===== config.mk =====
export PLATFORM = sky130hd
export DESIGN_NAME = bsx_alu
export DESIGN_NICKNAME = d
export VERILOG_FILES = /design/src/rtl/bsx_pkg.sv /design/src/rtl/bsx_alu.sv
export SDC_FILE = /design/constraint.sdc
export NUM_CORES = 1
export LEC_CHECK = 0
export BUFFER_PORTS_ARGS = -buffer_cell sky130_fd_sc_hd__buf_4
export CAP_MARGIN = 20
export CORE_ASPECT_RATIO = 1.75
export CORE_MARGIN = 1.5
export CORE_UTILIZATION = 50
export CTS_BUF_LIST = sky130_fd_sc_hd__clkbuf_8
export DETAILED_ROUTE_END_ITERATION = 6
export PLACE_DENSITY = 0.75
export SKIP_CTS_REPAIR_TIMING = 1
export SYNTH_ARGS = -nofsm -noshare
export SYNTH_HDL_FRONTEND = slang
export SYNTH_SLANG_ARGS = --single-unit

===== constraint.sdc =====
create_clock -name clk -period 5.45 [get_ports clk]
set_input_delay 0.2725 -clock clk [delete_from_list [all_inputs] [get_ports clk]]
set_output_delay 0.2725 -clock clk [all_outputs]
set_load 0.1 [all_outputs]

===== src/rtl/bsx_pkg.sv =====
// package of constants and types for the byte subtract/xor/swap alu slice
// Function
// - literal minus accumulator to accumulator, updating carry, digit carry, zero
// - file minus accumulator to chosen destination, updating carry, digit carry, zero
// - accumulator xor literal to accumulator, zero flag only
// - accumulator xor file to chosen destination, zero flag only
// - nibble exchange of file register, no flag changes
// - destination bit zero selects accumulator, one writes file back; address 0..127
package bsx_pkg;

    localparam int unsigned DATA_W = 8;
    localparam int unsigned ADDR_W = 7;
    localparam logic [7:0]  ACC_RST = 8'h00;
    localparam logic        FLAG_RST = 1'b0;
    localparam logic [6:0]  WADDR_RST = 7'h00;
    localparam logic [7:0]  WDATA_RST = 8'h00;
    localparam int unsigned LAT_CYC = 1;  // op taken -> result valid

    // operation codes (gray along list)
    typedef enum logic [2:0] {
        BSX_OP_NONE    = 3'h0,
        BSX_OP_LSUB    = 3'h1,
        BSX_OP_FSUB    = 3'h3,
        BSX_OP_LXOR    = 3'h2,
        BSX_OP_FXOR    = 3'h6,
        BSX_OP_SWAP    = 3'h7
    } bsx_op_t;

    localparam logic DEST_ACC  = 1'b0;
    localparam logic DEST_FILE = 1'b1;

    // a minus b with carry (no borrow out of bit 7) and digit carry (bit 3)
    function automatic logic [9:0] bsx_sub(input logic [7:0] a, input logic [7:0] b);
        logic [8:0] full;
        logic [4:0] low;
        full = {1'b0, a} + {1'b0, ~b} + 9'h001;
        low  = {1'b0, a[3:0]} + {1'b0, ~b[3:0]} + 5'h01;
        return {full[8], low[4], full[7:0]};
    endfunction

endpackage


===== src/rtl/bsx_alu.sv =====
// byte-wide alu slice: subtract, xor and nibble exchange with flag updates
module bsx_alu
    import bsx_pkg::*;
(
    input  wire logic              clk,
    input  wire logic              sys_rst,
    input  wire logic              op_valid,
    input  wire bsx_op_t           op_code,
    input  wire logic [7:0]        literal_in,
    input  wire logic [6:0]        file_addr,
    input  wire logic [7:0]        file_rdata,
    input  wire logic              dest_sel,
    output logic [7:0]             acc_out,
    output logic                   carry_flag,
    output logic                   digit_carry_flag,
    output logic                   zero_flag,
    output logic                   file_we,
    output logic [6:0]             file_waddr,
    output logic [7:0]             file_wdata
);

    ////////////////////////////////////////////////////////////////////////
    // state: accumulator and status flags
    logic [7:0] acc_q, acc_d;
    logic       c_q, c_d, dc_q, dc_d, z_q, z_d;
    // file write-back port; address and data stand until the next write
    logic       we_q, we_d;
    logic [6:0] wa_q, wa_d;
    logic [7:0] wd_q, wd_d;

    // next-value logic; one op is taken per edge and its result shows one
    // edge later, so back-to-back ops chain through the registered accumulator
    always_comb begin
        logic [9:0] sr;
        logic [7:0] res;
        logic       to_file;
        sr      = 10'h000;
        res     = 8'h00;
        to_file = 1'b0;
        // defaults hold every register and keep the strobe low
        acc_d = acc_q;
        c_d   = c_q;
        dc_d  = dc_q;
        z_d   = z_q;
        we_d  = 1'b0;      // write strobe is a single-cycle pulse
        wa_d  = wa_q;
        wd_d  = wd_q;
        // undefined codes fall to the default branch and change nothing
        if (op_valid) begin
            case (op_code)
                BSX_OP_LSUB: begin
                    sr  = bsx_sub(literal_in, acc_q);
                    res = sr[7:0];
                    c_d  = sr[9];
                    dc_d = sr[8];
                    z_d  = (res == 8'h00);
                end
                BSX_OP_FSUB: begin
                    sr  = bsx_sub(file_rdata, acc_q);
                    res = sr[7:0];
                    c_d  = sr[9];
                    dc_d = sr[8];
                    z_d  = (res == 8'h00);
                    to_file = dest_sel;
                end
                BSX_OP_LXOR: begin
                    res = acc_q ^ literal_in;
                    z_d = (res == 8'h00);
                end
                BSX_OP_FXOR: begin
                    res = acc_q ^ file_rdata;
                    z_d = (res == 8'h00);
                    to_file = dest_sel;
                end
                BSX_OP_SWAP: begin
                    res = {file_rdata[3:0], file_rdata[7:4]};
                    to_file = dest_sel;
                end
                default: begin
                    // refused codes write the accumulator back unchanged; BSX_OP_NONE skips the routing below
                    res = acc_q;
                end
            endcase
            // destination routing
            // literal ops never set to_file, so they always land in the accumulator
            if (op_code != BSX_OP_NONE) begin
                if (to_file == DEST_FILE) begin
                    we_d = 1'b1;
                    wa_d = file_addr;
                    wd_d = res;
                end else begin
                    acc_d = res;
                end
            end
        end
    end

    ////////////////////////////////////////////////////////////////////////
    // registers only; a synchronous reset keeps the flops clear of any
    // reset-release timing hazard
    always_ff @(posedge clk) begin
        if (sys_rst) begin
            acc_q <= ACC_RST;
            c_q   <= FLAG_RST;
            dc_q  <= FLAG_RST;
            z_q   <= FLAG_RST;
            we_q  <= 1'b0;
            wa_q  <= WADDR_RST;
            wd_q  <= WDATA_RST;
        end else begin
            acc_q <= acc_d;
            c_q   <= c_d;
            dc_q  <= dc_d;
            z_q   <= z_d;
            we_q  <= we_d;
            wa_q  <= wa_d;
            wd_q  <= wd_d;
        end
    end

    // outputs come straight from the flops
    assign acc_out          = acc_q;
    assign carry_flag       = c_q;
    assign digit_carry_flag = dc_q;
    assign zero_flag        = z_q;
    assign file_we          = we_q;
    assign file_waddr       = wa_q;
    assign file_wdata       = wd_q;
endmodule


### Word level (Yosys, flattened, before mapping)

Index checks and enable logic that the tools add are counted.

* register bits after elaboration: 27
* input bits: 30
* output and inout port bits: 27
* word-level logic and storage cells: 47

* add/sub/neg operators: 8
* eq/ne operators: 5
* mux-type cells: 7
* bitwise gates (word level): 7
* reductions and logical operators: 13

Operator list (number)
* $pmux W8 S5: 1
* $logic_not A8 Y1: 4
* $add A8 B8 Y9: 2
* $add A9 B1 Y9 const B: 2
* $xor A8 B8 Y8: 2
* $add A4 B4 Y5: 2
* $add A5 B1 Y5 const B: 2
* $not A8 Y8: 1
* $eq A3 B2 Y1 const B: 2
* $eq A3 B3 Y1 const B: 2
* $reduce_and A3 Y1: 2
* $reduce_or A3 Y1: 2
* $not A4 Y4: 1
* $pmux W1 S2: 2
* $pmux W1 S4: 1
* $reduce_and A2 Y1: 2
* $reduce_bool A4 Y1: 1
* $eq A3 B1 Y1 const B: 1
* $mux W1: 3
* $not A1 Y1: 3
* $reduce_bool A3 Y1: 1
* $reduce_bool A2 Y1: 1

### Depth between registers and ports, before layout

Gate-level depths: netlist of the first run.

* word-level depth: 6
* gate-level depth with buffers: 10
* mapped depth without buffers: 10

### Worst setup path after synthesis of the first run

Ideal clock, no wire load.

* kind: register -> register
* start: register acc_q[1] (netlist: acc_out[1])
* end: register wd_q[4] (netlist: file_wdata[4])
* data arrival time: 2.959 ns
* required time: 5.380 ns
* slack: 2.420 ns
* stages on the path, launching flop included: 9
* clock period less this slack: 3.030 ns
* cells stage by stage: dfxtp_1 -> inv_1 -> fa_1 -> a21o_2 -> a21oi_1 -> xor2_1 -> o221a_2 -> or3_1 -> a21oi_1

* longest elaborated chain between the ends: 4
* elaborated cells on any way between the ends: 6
* classes of those cells: 4 x add/sub; 1 x mux; 1 x bitwise

Ends and longest elaborated chain
* start: declaration: line bsx_alu.sv:24 `logic [7:0] acc_q, acc_d;`
* start signal: assignment: line bsx_alu.sv:103 `acc_q <= ACC_RST;`
* start signal: assignment: line bsx_alu.sv:111 `acc_q <= acc_d;`
* $not A8 Y8 (*): line bsx_pkg.sv:36 `full = {1'b0, a} + {1'b0, ~b} + 9'h001;`
* $add A8 B8 Y9: line bsx_pkg.sv:36
* $add A9 B1 Y9: line bsx_pkg.sv:36
* $pmux W8 S5 (*): line bsx_alu.sv:50 `case (op_code)`
* end signal: assignment: line bsx_alu.sv:117 `wd_q <= wd_d;`
* end: declaration: line bsx_alu.sv:29 `logic [7:0] wd_q, wd_d;`

Every way passes the cells marked *; elsewhere a longest branch is shown, timed or not.
A chain may end at the register's enable or synchronous reset.

### Worst setup path after layout of the first run

* start: register acc_q[0] (netlist: acc_out[0])
* end: register wd_q[6] (netlist: file_wdata[6])

The elaborated chain is that of the path after synthesis.

==> results.sh, run 1 <==
export IMPL_synth_cell_type_count=53
export IMPL_grt_pass1_wl_mm=9.69
export IMPL_slew_viol_final=0
export IMPL_dp_hpwl_mm=4.90
export IMPL_drtIter0Drc=83
export IMPL_cp_start_kind="flop"
export IMPL_max_slew_worst_pin_slew_ns=1.06
export IMPL_diodes=0
export IMPL_synth_cells=272
export IMPL_path_class="flop to flop"
export IMPL_crit_fanout=6
export IMPL_initial_core_util_pct=51.7
export IMPL_ys_ff_latch=27
export IMPL_dieArea_mm2=0.00462
export IMPL_instances_no_fill=367
export IMPL_powerDensity_mw_per_mm2=249
export IMPL_slew_headroom_pct=29.2
export IMPL_clk_latency_ns=0.26
export IMPL_p_leak_nw=1.10
export IMPL_yosysWarnings=0
export IMPL_synth_most_common_cell="nand2_1"
export IMPL_hp_class="input pin to flop"
export IMPL_fillers=396
export IMPL_holdCritStartpoint="file_addr[1]"
export IMPL_port_buffers=56
export IMPL_clock_sinks=27
export IMPL_setup_slack_ns=2.91
export IMPL_vias=2194
export IMPL_r2r_cells=9
export IMPL_r2r_end="file_wdata[6]"
export IMPL_cp_slowest_cell="dfxtp_1"
export IMPL_status="finished, final reports clean"
export IMPL_wl_per_cell_um=16.5
export IMPL_clk_path_buf_depth=2
export IMPL_max_cap_violations=0
export IMPL_synthesis_nets=321
export IMPL_yosys_top_cells_count="nand2_1, nor2_1, dfxtp_1"
export IMPL_ant_nets=0
export IMPL_end_kind="flop"
export IMPL_row_count=31
export IMPL_total_power_uw=638
export IMPL_grt_pass1_vias=2134
export IMPL_reg2reg_setup_slack_ns=2.91
export IMPL_layout_drive_gt1_share_pct=21.4
export IMPL_worstHoldPathCells=3
export IMPL_grt_max_degree=29
export IMPL_fin_crit_ns=2.54
export IMPL_viasPerCell=5.98
export IMPL_ir_drop_mv=0.195
export IMPL_area_growth_syn_to_layout_pct=21.9
export IMPL_cp_startpoint="acc_out[0]"
export IMPL_overflow=0
export IMPL_drc=0
export IMPL_synth_edff_count=0
export IMPL_htree_levels=1
export IMPL_first_pass_iters=4
export IMPL_ys_flop_type="dfxtp_1"
export IMPL_num_io_pins=57
export IMPL_synth_largest_area_cell="dfxtp_1"
export IMPL_setup_viol=0
export IMPL_fin_skew_ns=0.00437
export IMPL_synth_seq_area_share_pct=25.7
export IMPL_fin_setup_tns_ns=0
export IMPL_globalplace_congestion=0.947
export IMPL_dp_worst_setup_slack_ns=2.90
export IMPL_rsz0062_at_grt="false"
export IMPL_hold_violations=0
export IMPL_cp_slowest_stage_delay_ns=0.45
export IMPL_die_w_um=52.0
export IMPL_synth_top_area_share_pct=25.7
export IMPL_dp_cells=363
export IMPL_nets=368
export IMPL_drt_wl_total_mm=6.07
export IMPL_r2r_start="acc_out[0]"
export IMPL_clock_fmax_ghz=0.393
export IMPL_synthesis_area_mm2=0.00210
export IMPL_syn_area_per_cell_um2=7.74
export IMPL_die_h_um=88.8
export IMPL_root_buffer="clkbuf_8"
export IMPL_antenna_found_initial=0
export IMPL_grt_total_usage_pct=27.6
export IMPL_cp_arrival_ns=2.64
export IMPL_worstHoldEndpoint="file_waddr[1]"
export IMPL_core_area_mm2=0.00407
export IMPL_cts_buffers_inserted=3
export IMPL_path_cells="ha_1 -> inv_1 -> fa_1 -> a211o_1 -> a21o_1 -> a211oi_2 -> nor2_1 -> a221oi_1 -> a211oi_1"
export IMPL_fin_crit_sh_pct=46.6
export IMPL_synthArstFlopShare_pct=0
export IMPL_required_ns=5.55
export IMPL_cts_tree="yes"
export IMPL_ys_top_cells_by_area="dfxtp_1, ha_1, nand2_1"
export IMPL_cts_clk_slew_worst_paths_ns=0.09
## metrics by stage
step	hold WS [ns]	cell area, um^2	utilization [%]
2_1_floorplan	0.409	2100	-
3_3_place_gp	0.442	2520	61.9
3_5_place_dp	0.450	2520	61.9
4_1_cts	0.251	2560	63.0
5_1_grt	0.250	2560	63.0
6_report	0.254	2560	63.0
## cells in the final DEF, fill, tap and decap left out, types with 2 or more instances in the layout
cell,n
a211oi_1,11
a211oi_2,2
a21o_1,6
a21oi_1,25
a221o_1,2
a221oi_1,2
a221oi_2,2
a22o_1,5
a22oi_1,2
a311oi_1,2
a31oi_1,2
buf_4,56
clkbuf_8,3
dfxtp_1,27
fa_1,2
ha_1,17
inv_1,20
mux2i_1,2
nand2_1,34
nand3_1,4
nand3b_1,3
nand4_1,6
nor2_1,29
nor3_1,6
nor4_1,2
o21a_1,3
o21ai_0,10
o22ai_1,2
xnor2_1,9
## worst max-delay path, delay by kind of cell (launching register included)
kind / cells / cell delay [ns]
AOI/OAI and AO/OA: 5 / 1.18
adders and majority gates: 2 / 0.59
buffers and inverters: 1 / 0.05
DFF: 1 / 0.45
and+or+nand+nor: 1 / 0.10
## per-layer routing
layer | share of wire [%] | GRT usage [%] | up-vias
li1 | - | - | 1084
met1 | 38 | 29.6 | 1007
met2 | 51 | 50.1 | 81
met3 | 4.6 | 2.20 | 22
met4 | 6.2 | 18.2 | 0
met5 | 0 | 0 | -
## cell families after synthesis
kind of cell             after synthesis  share of synthesized area, %
adder cells (fa/ha/maj)               19                          12.0
AO/OA/AOI/OAI                         88                          29.9
AND/OR/NAND/NOR                       92                          19.7
buffers and inverters                 33                          6.54
XOR/XNOR                              10                          4.16
flip-flops                            27                          25.7
multiplexers                           3                          2.02
## sequential cells by signal (all words and copies together), names as in the netlist
name and cells:
file_we 1, zero_flag 1, file_wdata 8, carry_flag 1, digit_carry_flag 1, file_waddr 7
acc_out 8
## worst max-delay path by stage
stage | endpoint | depth (start not counted)
floorplan | file_wdata[4] | 8
global placement | file_wdata[6] | 11
detailed placement | file_wdata[6] | 9
CTS | file_wdata[6] | 9
global route | file_wdata[6] | 9
finish | file_wdata[6] | 9
## area by class of cell
type	instances	area [um^2]	area share [%]
Multi-Input combinational cell	212	1430	55.6
Sequential cell	27	541	21.1
Timing Repair Buffer	56	420	16.4
Inverter	19	71.3	2.78
Tap cell	49	61.3	2.39
Clock buffer	3	41.3	1.61
Clock inverter	1	3.75	0.146
## where the power goes
part	total (mW)	switching (mW)	internal, mW	leakage, nW
logic	0.315	0.209	0.106	0.850
clock network	0.106	0.0561	0.0503	0.0269
registers	0.217	0.00920	0.208	0.220
total	0.638	0.274	0.364	1.10
Power figures use the tool's default switching activity.
==> run 2, diff against run 1 <==
==> constraint.sdc (replaced) <==
create_clock -name clk -period 2.5 [get_ports clk]
set_input_delay 0.125 -clock clk [delete_from_list [all_inputs] [get_ports clk]]
set_output_delay 0.125 -clock clk [all_outputs]
set_load 0.1 [all_outputs]
==> results.sh, run 2 (synthesized netlist as in run 1, its figures left out) <==
export IMPL_globalplace_congestion=0.908
export IMPL_grt_max_degree=29
export IMPL_grt_total_usage_pct=28.5
export IMPL_p_leak_nw=1.12
export IMPL_wl_per_cell_um=16.8
export IMPL_clk_latency_ns=0.27
export IMPL_diodes=0
export IMPL_fillers=391
export IMPL_dp_cells=366
export IMPL_viasPerCell=6.01
export IMPL_vias=2222
export IMPL_die_h_um=88.8
export IMPL_port_buffers=56
export IMPL_setup_viol=0
export IMPL_dp_worst_setup_slack_ns=0.130
export IMPL_path_cells="ha_1 -> inv_1 -> fa_1 -> a211o_1 -> a21o_1 -> a211oi_2 -> nor2_1 -> a221oi_2 -> a211oi_1"
export IMPL_clock_fmax_ghz=0.432
export IMPL_cp_arrival_ns=2.46
export IMPL_initial_core_util_pct=51.7
export IMPL_path_class="flop to flop"
export IMPL_core_area_mm2=0.00407
export IMPL_cp_slowest_stage_delay_ns=0.43
export IMPL_final_cell_mix="buf_4, nand2_1, nor2_1"
export IMPL_setup_slack_ns=0.186
export IMPL_row_count=31
export IMPL_ant_nets=0
export IMPL_hp_class="input pin to flop"
export IMPL_clk_path_buf_depth=2
export IMPL_max_slew_worst_pin_slew_ns=0.467
export IMPL_drt_wl_total_mm=6.21
export IMPL_htree_levels=1
export IMPL_fin_util_pct=64.3
export IMPL_fin_crit_sh_pct=92.6
export IMPL_drtIter0Drc=81
export IMPL_cp_start_kind="flop"
export IMPL_slew_viol_final=0
export IMPL_crit_fanout=6
export IMPL_layout_drive_gt1_share_pct=25.2
export IMPL_status="finished, final reports clean"
export IMPL_ir_drop_mv=0.501
export IMPL_cp_slowest_cell="fa_1"
export IMPL_max_cap_violations=0
export IMPL_end_kind="flop"
export IMPL_area_growth_syn_to_layout_pct=24.4
export IMPL_fin_crit_ns=2.31
export IMPL_clock_sinks=27
export IMPL_hold_violations=0
export IMPL_slew_headroom_pct=68.8
export IMPL_grt_pass1_vias=2136
export IMPL_instances_no_fill=370
export IMPL_fin_skew_ns=0.00468
export IMPL_cts_buffers_inserted=3
export IMPL_drc=0
export IMPL_final_common_cell="buf_4"
export IMPL_cts_tree="yes"
export IMPL_first_pass_iters=4
export IMPL_die_w_um=52.0
export IMPL_dieArea_mm2=0.00462
export IMPL_cts_clk_slew_worst_paths_ns=0.09
export IMPL_overflow=0
export IMPL_grt_pass1_wl_mm=9.89
export IMPL_required_ns=2.64
export IMPL_root_buffer="clkbuf_8"
export IMPL_powerDensity_mw_per_mm2=542
export IMPL_antenna_found_initial=0
export IMPL_dp_hpwl_mm=5.16
export IMPL_num_io_pins=57
export IMPL_nets=371
run 2: through the flow:
stage                     setup TNS [ns]  power [mW]  hold WS (ns)  cell area, um^2
after global routing             -0.0141        1.49         0.101             2620
after CTS                              0        1.41        0.0999             2600
final                                  0        1.42        0.0909             2620
after floorplan                        0        1.00         0.261             2120
after detailed placement               0        1.17         0.387             2550
after global placement                 0        1.17         0.376             2550
run 2: area by class of cell:
class | count | area, um^2 | share of cell area (%)
Clock buffer | 3 | 41.3 | 1.58
Clock inverter | 1 | 6.26 | 0.239
Sequential cell | 27 | 553 | 21.1
Multi-Input combinational cell | 212 | 1440 | 55.1
Tap cell | 49 | 61.3 | 2.34
Inverter | 19 | 71.3 | 2.72
Timing Repair Buffer | 59 | 443 | 16.9
run 2: metal layers:
metal  track usage (%)  up-vias  share of wire (%)
li1                  -     1088                  -
met3              1.69       18                3.2
met1              30.7     1036                 39
met2              53.5       80                 54
met4              15.6        0                4.2
met5                 0        -                  0
run 2: critical path, delay by kind of cell (launching register included):
kind | cells | cell delay, ns
AOI/OAI and AO/OA | 5 | 1.09
adders and majority gates | 2 | 0.57
DFF | 1 | 0.38
and+or+nand+nor | 1 | 0.10
buffers and inverters | 1 | 0.04
run 2: power by group:
part           leakage (nW)  internal (mW)  switching, mW  total [mW]
registers             0.223          0.454         0.0198       0.474
logic                 0.868          0.237          0.460       0.697
clock network        0.0260          0.114          0.134       0.248
total                  1.12          0.805          0.614        1.42
run 2: worst paths after layout:
check	depth (start not counted)	slack, ns	from	end
setup / recovery	9	0.19	acc_out[0]	acc_out[6]
hold / removal	3	0.09	file_addr[2]	file_waddr[2]
setup reg to reg	9	0.19	acc_out[0]	acc_out[6]
hold reg to reg	2	0.46	file_wdata[2]	file_wdata[2]
